File: src/rtl/csc_defines.vh
// Constants for the card socket control block
`ifndef CSC_DEFINES_VH
`define CSC_DEFINES_VH
`define CSC_OP_MRD   2'h0
`define CSC_OP_MWR   2'h1
`define CSC_OP_IORD  2'h2
`define CSC_OP_IOWR  2'h3
`define CSC_SETUP_CYC  4'h2
`define CSC_STROBE_CYC 4'h4
`define CSC_HOLD_CYC   4'h2
`define CSC_CLKRUN_CYC 4'h4
`define CSC_ST_IDLE  3'h0
`define CSC_ST_SETUP 3'h1
`define CSC_ST_STRB  3'h2
`define CSC_ST_WAIT  3'h3
`define CSC_ST_HOLD  3'h4
`define CSC_CK_RUN   2'h0
`define CSC_CK_WARN  2'h1
`define CSC_CK_SLOW  2'h2
`define CSC_DIV_W    4
`endif

File: src/rtl/csc_slot.v
// One socket: 16-bit strobes, CardBus clock, clock-run and reset
`timescale 1ns/1ps
`include "csc_defines.vh"
module csc_slot #(
  parameter DIV_W = `CSC_DIV_W
) (
  input  wire             clk,
  input  wire             rst,
  input  wire             ce,
  input  wire             req,
  input  wire [1:0]       op,
  input  wire             attr,
  input  wire             cb_mode,
  input  wire             card_rst,
  input  wire             clk_slow,
  input  wire             clk_stop,
  input  wire [DIV_W-1:0] slow_div,
  input  wire             wait_n_raw,
  input  wire             wp_raw,
  input  wire             io_card,
  input  wire             vs1_raw,
  input  wire             vs2_raw,
  input  wire             clkrun_raw,
  input  wire             ccd_raw,
  output reg              busy,
  output reg              done,
  output reg              reg_n,
  output reg              oe_n,
  output reg              we_n,
  output reg              iord_n,
  output reg              iowr_n,
  output reg              reset,
  output reg              cclk,
  output reg              crst_n,
  output reg              clkrun_o,
  output reg              clkrun_oe,
  output reg              wp_stat,
  output reg              io16,
  output reg  [1:0]       vsense,
  output reg              clk_req
);
  // Two-stage synchronisers for all card-side inputs
  reg [5:0] s1_r;
  reg [5:0] s2_r;
  always @(posedge clk) begin
    if (rst) begin
      s1_r <= 6'h3F;
      s2_r <= 6'h3F;
    end else if (ce) begin
      s1_r <= {ccd_raw, clkrun_raw, vs2_raw, vs1_raw, wp_raw, wait_n_raw};
      s2_r <= s1_r;
    end
  end
  wire wait_s   = ~s2_r[0];
  wire wp_s     = s2_r[1];
  wire clkrun_s = s2_r[4];

  reg [2:0] st_r;
  reg [2:0] st_nxt;
  reg [3:0] cnt_r;
  reg [1:0] op_r;
  reg       attr_r;
  always @* begin
    st_nxt = st_r;
    case (st_r)
      `CSC_ST_IDLE:  if (req) st_nxt = `CSC_ST_SETUP;
      `CSC_ST_SETUP: if (cnt_r == `CSC_SETUP_CYC) st_nxt = `CSC_ST_STRB;
      `CSC_ST_STRB:  if (cnt_r == `CSC_STROBE_CYC) st_nxt = `CSC_ST_WAIT;
      `CSC_ST_WAIT:  if (!wait_s) st_nxt = `CSC_ST_HOLD;
      `CSC_ST_HOLD:  if (cnt_r == `CSC_HOLD_CYC) st_nxt = `CSC_ST_IDLE;
      default:       st_nxt = `CSC_ST_IDLE;
    endcase
  end

  wire strobe = (st_nxt == `CSC_ST_STRB) || (st_nxt == `CSC_ST_WAIT);
  always @(posedge clk) begin
    if (rst) begin
      st_r   <= `CSC_ST_IDLE;
      cnt_r  <= 4'h0;
      op_r   <= `CSC_OP_MRD;
      attr_r <= 1'b0;
      busy   <= 1'b0;
      done   <= 1'b0;
      reg_n  <= 1'b1;
      oe_n   <= 1'b1;
      we_n   <= 1'b1;
      iord_n <= 1'b1;
      iowr_n <= 1'b1;
      reset  <= 1'b1;
      wp_stat <= 1'b0;
      io16   <= 1'b0;
      vsense <= 2'h3;
    end else if (ce) begin
      st_r  <= st_nxt;
      cnt_r <= (st_nxt != st_r) ? 4'h1 : cnt_r + 4'h1;
      if (st_r == `CSC_ST_IDLE && req) begin
        op_r   <= op;
        // I/O strobes always use attribute select asserted
        attr_r <= attr | op[1];
      end
      busy <= (st_nxt != `CSC_ST_IDLE);
      done <= (st_r == `CSC_ST_HOLD) && (st_nxt == `CSC_ST_IDLE);
      // Select latched for setup..hold; high for common memory
      reg_n <= (st_nxt == `CSC_ST_IDLE) ? 1'b1 :
               (st_r == `CSC_ST_IDLE) ? ~(attr | op[1]) : ~attr_r;
      oe_n   <= ~(strobe && op_r == `CSC_OP_MRD);
      we_n   <= ~(strobe && op_r == `CSC_OP_MWR);
      iord_n <= ~(strobe && op_r == `CSC_OP_IORD);
      iowr_n <= ~(strobe && op_r == `CSC_OP_IOWR);
      reset  <= card_rst & ~cb_mode;
      wp_stat <= io_card ? 1'b0 : wp_s;
      io16    <= io_card ? ~wp_s : 1'b0;
      vsense  <= s2_r[3:2];
    end
  end

  // CardBus clock: full rate is half of CLK; slow mode divides further
  reg [DIV_W-1:0] div_r;
  reg [1:0]       ck_r;
  reg [3:0]       ckc_r;
  reg             crst_q_r;
  wire            want_slow = clk_slow | clk_stop;
  wire            tick = (ck_r != `CSC_CK_SLOW) || (div_r == slow_div);
  always @(posedge clk) begin
    if (rst) begin
      div_r <= {DIV_W{1'b0}};
      ck_r  <= `CSC_CK_RUN;
      ckc_r <= 4'h0;
      cclk  <= 1'b0;
      crst_n <= 1'b0;
      crst_q_r <= 1'b1;
      clkrun_o <= 1'b1;
      clkrun_oe <= 1'b0;
      clk_req <= 1'b0;
    end else if (ce) begin
      div_r <= tick ? {DIV_W{1'b0}} : div_r + 1'b1;
      case (ck_r)
        // A card holding clock-run low keeps the full rate
        `CSC_CK_RUN: if (want_slow && cb_mode && !crst_q_r &&
                         clkrun_s) begin
          ck_r  <= `CSC_CK_WARN;
          ckc_r <= 4'h0;
        end
        `CSC_CK_WARN: begin
          ckc_r <= ckc_r + 4'h1;
          if (ckc_r == `CSC_CLKRUN_CYC) ck_r <= `CSC_CK_SLOW;
        end
        `CSC_CK_SLOW: if (!want_slow || clkrun_s == 1'b0)
          ck_r <= `CSC_CK_RUN;
        default: ck_r <= `CSC_CK_RUN;
      endcase
      // Clock-run driven high to announce a decrease
      clkrun_oe <= (ck_r == `CSC_CK_WARN) || crst_q_r;
      clkrun_o  <= 1'b1;
      clk_req   <= (ck_r == `CSC_CK_SLOW) && !clkrun_s;
      if (!cb_mode || (ck_r == `CSC_CK_SLOW && clk_stop))
        cclk <= 1'b0;
      else if (tick)
        cclk <= ~cclk;
      // Assert at once, release only together with a rising edge
      crst_q_r <= card_rst | ~cb_mode;
      if (card_rst || !cb_mode)
        crst_n <= 1'b0;
      else if (tick && !cclk && !(ck_r == `CSC_CK_SLOW && clk_stop))
        crst_n <= 1'b1;
    end
  end
endmodule

File: src/rtl/csc_top.v
// Two independent card sockets
`timescale 1ns/1ps
`include "csc_defines.vh"
module csc_top #(
  parameter DIV_W = `CSC_DIV_W
) (
  input  wire             CLK,
  input  wire             SYS_RST,
  input  wire             CE,
  input  wire [1:0]       REQ,
  input  wire [3:0]       OP,
  input  wire [1:0]       ATTR,
  input  wire [1:0]       CB_MODE,
  input  wire [1:0]       CARD_RST,
  input  wire [1:0]       CLK_SLOW,
  input  wire [1:0]       CLK_STOP,
  input  wire [2*DIV_W-1:0] SLOW_DIV,
  input  wire [1:0]       IO_CARD,
  input  wire [1:0]       WAIT_N,
  input  wire [1:0]       WP_IN,
  input  wire [1:0]       VS1_IN,
  input  wire [1:0]       VS2_IN,
  input  wire [1:0]       CLKRUN_IN,
  input  wire [1:0]       CCD_IN,
  output wire [1:0]       BUSY,
  output wire [1:0]       DONE,
  output wire [1:0]       ATTR_SEL_N,
  output wire [1:0]       OE_N,
  output wire [1:0]       WE_N,
  output wire [1:0]       IORD_N,
  output wire [1:0]       IOWR_N,
  output wire [1:0]       CARD_RESET,
  output wire [1:0]       CB_CLK,
  output wire [1:0]       CB_RST_N,
  output wire [1:0]       CLKRUN_OUT,
  output wire [1:0]       CLKRUN_OE,
  output wire [1:0]       WP_STAT,
  output wire [1:0]       IO16,
  output wire [3:0]       VSENSE,
  output wire [1:0]       CLK_REQ
);
  genvar g;
  generate
    for (g = 0; g < 2; g = g + 1) begin : slot
      csc_slot #(.DIV_W(DIV_W)) u_slot (
        .clk        (CLK),
        .rst        (SYS_RST),
        .ce         (CE),
        .req        (REQ[g]),
        .op         (OP[2*g+1:2*g]),
        .attr       (ATTR[g]),
        .cb_mode    (CB_MODE[g]),
        .card_rst   (CARD_RST[g]),
        .clk_slow   (CLK_SLOW[g]),
        .clk_stop   (CLK_STOP[g]),
        .slow_div   (SLOW_DIV[DIV_W*g+DIV_W-1:DIV_W*g]),
        .wait_n_raw (WAIT_N[g]),
        .wp_raw     (WP_IN[g]),
        .io_card    (IO_CARD[g]),
        .vs1_raw    (VS1_IN[g]),
        .vs2_raw    (VS2_IN[g]),
        .clkrun_raw (CLKRUN_IN[g]),
        .ccd_raw    (CCD_IN[g]),
        .busy       (BUSY[g]),
        .done       (DONE[g]),
        .reg_n      (ATTR_SEL_N[g]),
        .oe_n       (OE_N[g]),
        .we_n       (WE_N[g]),
        .iord_n     (IORD_N[g]),
        .iowr_n     (IOWR_N[g]),
        .reset      (CARD_RESET[g]),
        .cclk       (CB_CLK[g]),
        .crst_n     (CB_RST_N[g]),
        .clkrun_o   (CLKRUN_OUT[g]),
        .clkrun_oe  (CLKRUN_OE[g]),
        .wp_stat    (WP_STAT[g]),
        .io16       (IO16[g]),
        .vsense     (VSENSE[2*g+1:2*g]),
        .clk_req    (CLK_REQ[g])
      );
    end
  endgenerate
endmodule

File: config.mk
export PLATFORM = sky130hd
export DESIGN_NAME = csc_top
export DESIGN_NICKNAME = d
export VERILOG_FILES = /design/src/rtl/csc_slot.v /design/src/rtl/csc_top.v
export VERILOG_INCLUDE_DIRS = /design/src /design/src/rtl
export SDC_FILE = /design/constraint.sdc
export NUM_CORES = 1
export LEC_CHECK = 0
export BUFFER_PORTS_ARGS = -buffer_cell sky130_fd_sc_hd__buf_2
export CAP_MARGIN = 20
export CELL_PAD_IN_SITES_DETAIL_PLACEMENT = 1
export CELL_PAD_IN_SITES_GLOBAL_PLACEMENT = 2
export CORE_ASPECT_RATIO = 1.4
export CORE_MARGIN = 1
export CORE_UTILIZATION = 34
export DETAILED_ROUTE_END_ITERATION = 7
export PLACE_DENSITY_LB_ADDON = 0.1
export SETUP_SLACK_MARGIN = 0.05
export SYNTH_ARGS = -nofsm -noshare
export SYNTH_HDL_FRONTEND = slang
export SYNTH_SLANG_ARGS = --single-unit
File: constraint.sdc
create_clock -name CLK -period 2.05 [get_ports CLK]
set_input_delay 0.205 -clock CLK [delete_from_list [all_inputs] [get_ports CLK]]
set_output_delay 0.205 -clock CLK [all_outputs]
set_load 0.1 [all_outputs]
==> results.json, run 1 <==
{
  "timing.final.max_slew_violations": 0,
  "area_growth_pct": 14.55,
  "synth_top_flop_cell": "dfxtp_1",
  "p_leak_nw": 2.094,
  "slew_headroom": 0.6129,
  "p_total_mw": 4.362,
  "setup_viol": 0,
  "ctsResizeCount": 0,
  "fin_util": 0.4025,
  "grt_pass1_vias": 3767,
  "status": "completed",
  "synthesis.area_um2": 4567,
  "grt_overflow_total": 0,
  "vias_per_cell": 5.022,
  "synth.area.top_cells": "dfxtp_1, mux2i_1, buf_4",
  "dr.pass1.iters": 4,
  "synth-seq-cells": 94,
  "die_area_um2": 13910,
  "synth.most_common_cell": "dfxtp_1",
  "worst_hold_slack_ns": 0.08212,
  "synth_largest_area_cell": "dfxtp_1",
  "yosys_warnings": 0,
  "cp_slowest_cell": "or4b_4",
  "num-nets-final": 613,
  "hold_buffers": 0,
  "grtUsageTotal": 0.1624,
  "end_kind": "register",
  "grt_pass1_wl_um": 18120,
  "yosysUniqueCellTypes": 62,
  "criticalPathCategory": "reg2reg",
  "die_x_um": 99.95,
  "antenna_left": 0,
  "io_buffers": 70,
  "cts_buffer_depth": 2,
  "vias": 3736,
  "stdcell_area_um2": 5231,
  "grt_max_degree": 48,
  "synth_top_area_share": 0.4121,
  "worstPathCellList": "inv_1, ha_1, or4b_4, a32o_2, o22ai_1, o32ai_1",
  "pin_count": 75,
  "drt_iter0_drc": 76,
  "hpwlAfterDp_um": 7754,
  "initial_core_util": 0.3514,
  "clock-sinks": 94,
  "rsz0062_at_grt": "no",
  "drc": 0,
  "root_buffer": "clkbuf_16",
  "setup_tns_ns": 0,
  "core_area_um2": 13000,
  "fin_crit_sh": 0.8740,
  "p_per_area_nw_per_um2": 833.9,
  "rows": 49,
  "start_kind": "register",
  "die_height_um": 139.1,
  "drive_gt1_frac": 0.1894,
  "tritoncts": "built",
  "hold_violations": 0,
  "cp.arrival_ns": 2.01,
  "r2r_cells": 6,
  "hold_depth": 3,
  "htree_levels": 3,
  "avgRoutedWirePerCell_um": 14.54,
  "min_period_ns": 1.792,
  "tightest_slew_ns": 0.5731,
  "clk_pin_slew_ns": 0.07,
  "cts_buffers": 9,
  "postSynthCellCount": 526,
  "ir_worst_vdd_uv": 419.7,
  "skew_ns": 0.009082,
  "finalWeightedCongestion": 0.7199,
  "clk_latency_ns": 0.34,
  "synthArstFlopShare": 0,
  "drv_cap": 0,
  "syn_area_per_cell_um2": 8.682,
  "max_stage_delay_ns": 0.46,
  "ys_top_cells_by_count": "dfxtp_1, nand2_1, nor2_1",
  "crit_fanout": 4,
  "drt_wl_total_um": 10820,
  "postCtsSetupRepairBufs": 0,
  "max_freq_ghz": 0.5581,
  "hp-class": "in2reg",
  "crit_required_ns": 2.26,
  "synth-edff-count": 0,
  "dpl_cell_area_um2": 4896,
  "antenna_found_initial": 0,
  "synth-seq-area-share": 0.4121
}
==> state kept, by name (all words and copies together) (netlist names), 4 cells and up <==
register,flops
slot.u_slot.vsense,4
slot.u_slot.cnt_r,8
slot.u_slot.s2_r,10
slot.u_slot.div_r,8
slot.u_slot.op_r,4
slot.u_slot.ckc_r,8
slot.u_slot.ck_r,4
slot.u_slot.st_r,6
slot.u_slot.s1_r,10
==> worst max-delay path: cells and delay by family (launching register included) <==
kind | cells | cell delay [ns]
AOI/OAI and AO/OA | 3 | 0.58
and+or+nand+nor | 1 | 0.46
DFF | 1 | 0.32
adders and majority gates | 1 | 0.18
buffers and inverters | 1 | 0.12
==> cells by family after synthesis <==
family | Yosys count | share of synthesized area
adder cells (fa/ha/maj) | 12 | 0.03288
buffers and inverters | 82 | 0.09534
XOR/XNOR | 13 | 0.02493
other | 1 | 0.0008211
flip-flops | 94 | 0.4121
AND/OR/NAND/NOR | 174 | 0.1959
AO/OA/AOI/OAI | 117 | 0.1655
multiplexers | 33 | 0.07260
==> layer usage <==
metal	share of wire	global-route usage	vias up
li1	-	-	1895
met1	0.44	0.1924	1790
met2	0.51	0.2857	44
met3	0.037	0.03780	7
met4	0.011	0.05108	0
met5	0	0	-
==> report_power, final <==
part | switching, mW | internal [mW] | total [mW]
logic | 0.389 | 0.179 | 0.568
clock network | 0.738 | 1.11 | 1.85
registers | 0.0554 | 1.89 | 1.95
==> cell type report <==
class	count	area, um2
diodes	1	2.502
clock buffers	10	239.0
clock inverters	6	93.84
fillers	1595	7766
inverters	22	82.58
multi-input cells	351	2253
flip-flops and latches	94	1882
well taps	178	222.7
repair buffers	82	455.4
==> layout by cell type (no fill, tap or decap), types with 9 or more instances in the layout <==
cell type / n
buf_4: 12
nor3_1: 9
xnor2_1: 9
o21ai_0: 24
mux2i_1: 32
dfxtp_1: 94
ha_1: 12
a21oi_1: 37
nand3_1: 16
nand2_1: 51
clkbuf_16: 9
buf_2: 69
nor2_1: 39
inv_1: 21
==> metrics by stage <==
step | setup WS (ns) | cells
after floorplan | 0.4207 | 527
after global placement | 0.2937 | 727
after detailed placement | 0.2687 | 727
after CTS | 0.2650 | 743
after global routing | 0.1646 | 743
final | 0.2583 | 744
==> worst paths after layout <==
path,from,endpoint,slack (ns)
worst min register to register,slot[1].u_slot.done,slot[1].u_slot.done,0.46
worst min-delay path,CLKRUN_IN[1],slot[1].u_slot.s1_r[4],0.08
worst max register to register,slot[0].u_slot.cnt_r[0],slot[0].u_slot.cnt_r[3],0.26
worst max-delay path,slot[0].u_slot.cnt_r[0],slot[0].u_slot.cnt_r[3],0.26
No activity file was read; power rests on OpenSTA's default activity.
==> run 2, diff against run 1 <==
CTS_BUF_LIST = sky130_fd_sc_hd__clkbuf_16   (was unset)
GPL_TIMING_DRIVEN = 0   (was unset)
SKIP_CTS_REPAIR_TIMING = 1   (was unset)
==> results.json, run 2 (same netlist as run 1, synthesis figures left out) <==
{
  "clock-sinks": 94,
  "num-nets-final": 660,
  "dr.pass1.iters": 4,
  "tightest_slew_ns": 0.8284,
  "top_regs": "slot.u_slot.s1_r x10, slot.u_slot.s2_r x10",
  "drc": 0,
  "grt_use_met1": 0.2309,
  "antenna_found_initial": 0,
  "crit_fanout": 4,
  "layout_commonest_cell": "dfxtp_1",
  "worstPathCellList": "inv_1, ha_1, or4b_4, a32o_2, o22ai_1, o32ai_1",
  "fin_util": 0.4169,
  "status": "completed",
  "grt_overflow_total": 0,
  "vias": 4048,
  "cp_slowest_cell": "or4b_4",
  "drt_wl_total_um": 13490,
  "vias_per_cell": 5.124,
  "clk_latency_ns": 0.34,
  "final_cell_mix": "dfxtp_1, buf_2, nand2_1",
  "drv_cap": 0,
  "slew_headroom": 0.4477,
  "ir_worst_vdd_uv": 355.9,
  "min_period_ns": 1.813,
  "drive_gt1_frac": 0.2222,
  "grt_use_met3": 0.03982,
  "root_buffer": "clkbuf_16",
  "rows": 49,
  "setup_viol": 0,
  "hp-class": "in2reg",
  "max_stage_delay_ns": 0.47,
  "grt_max_degree": 17,
  "core_area_um2": 13000,
  "finalWeightedCongestion": 0.8136,
  "p_leak_nw": 2.219,
  "io_buffers": 69,
  "max_freq_ghz": 0.5515,
  "initial_core_util": 0.3514,
  "busiest_layer": "met2",
  "grt_pass1_wl_um": 21870,
  "cp.arrival_ns": 2.03,
  "diodes": 0,
  "setup_tns_ns": 0,
  "grtUsageTotal": 0.2060,
  "skew_ns": 0.005932,
  "die_x_um": 99.95,
  "start_kind": "register",
  "grt_use_met2": 0.3880,
  "antenna_left": 0,
  "tritoncts": "built",
  "clk_pin_slew_ns": 0.07,
  "cts_buffer_depth": 2,
  "end_kind": "register",
  "drt_iter0_drc": 130,
  "fin_crit_sh": 0.8846,
  "crit_required_ns": 2.26,
  "timing.final.max_slew_violations": 0,
  "area_growth_pct": 18.66,
  "p_per_area_nw_per_um2": 766.7,
  "criticalPathCategory": "reg2reg",
  "pin_count": 75,
  "worst_hold_slack_ns": 0.07265,
  "rsz0062_at_grt": "no",
  "htree_levels": 3,
  "die_area_um2": 13910,
  "die_height_um": 139.1,
  "hold_violations": 0,
  "hpwlAfterDp_um": 9798,
  "cts_buffers": 9,
  "avgRoutedWirePerCell_um": 17.07,
  "grt_pass1_vias": 4242
}
-- run 2: final timing paths --
path | slack, ns | startpoint | cells after the start | end
min | 0.07 | VS1_IN[0] | 3 | slot[0].u_slot.s1_r[2]
min reg2reg | 0.47 | slot[0].u_slot.done | 2 | slot[0].u_slot.done
max reg2reg | 0.24 | slot[0].u_slot.cnt_r[0] | 6 | slot[0].u_slot.cnt_r[3]
max | 0.24 | slot[0].u_slot.cnt_r[0] | 6 | slot[0].u_slot.cnt_r[3]
-- run 2: power breakdown --
group	internal (mW)	switching (mW)	leakage, nW
combinational	0.200	0.436	1.32
clock	0.825	0.760	0.129
sequential	1.89	0.0441	0.767
total	2.91	1.24	2.22
-- run 2: layout make-up --
class / instances / area [um2]
plain buffers: 60 / 352.8
clock buffers: 9 / 225.2
clock inverters: 7 / 50.05
fillers: 1624 / 7579
inverters: 22 / 82.58
multi-input cells: 351 / 2258
flip-flops and latches: 94 / 1882
well taps: 178 / 222.7
repair buffers: 69 / 345.3
-- run 2: through the flow --
stage	instance area, um2	std cells	worst slack, ns	total power [mW]
detailed placement	5139	774	-0.02474	2.622
finish	5419	790	0.2366	4.154
floorplan	4571	527	0.4207	2.438
global route	5419	790	0.05022	4.338
CTS	5414	790	0.05659	4.231
global placement	5139	774	0.01371	2.607
-- run 2: worst max-delay path, delay by kind of cell, from the launching register on --
kind | cells | cell delay, ns
DFF | 1 | 0.33
buffers and inverters | 1 | 0.13
adders and majority gates | 1 | 0.20
and+or+nand+nor | 1 | 0.47
AOI/OAI and AO/OA | 3 | 0.55
-- run 2: layer usage --
layer,share of wire,vias up
li1,-,1982
met1,0.41,1994
met2,0.55,61
met3,0.028,11
met4,0.012,0
met5,0,-
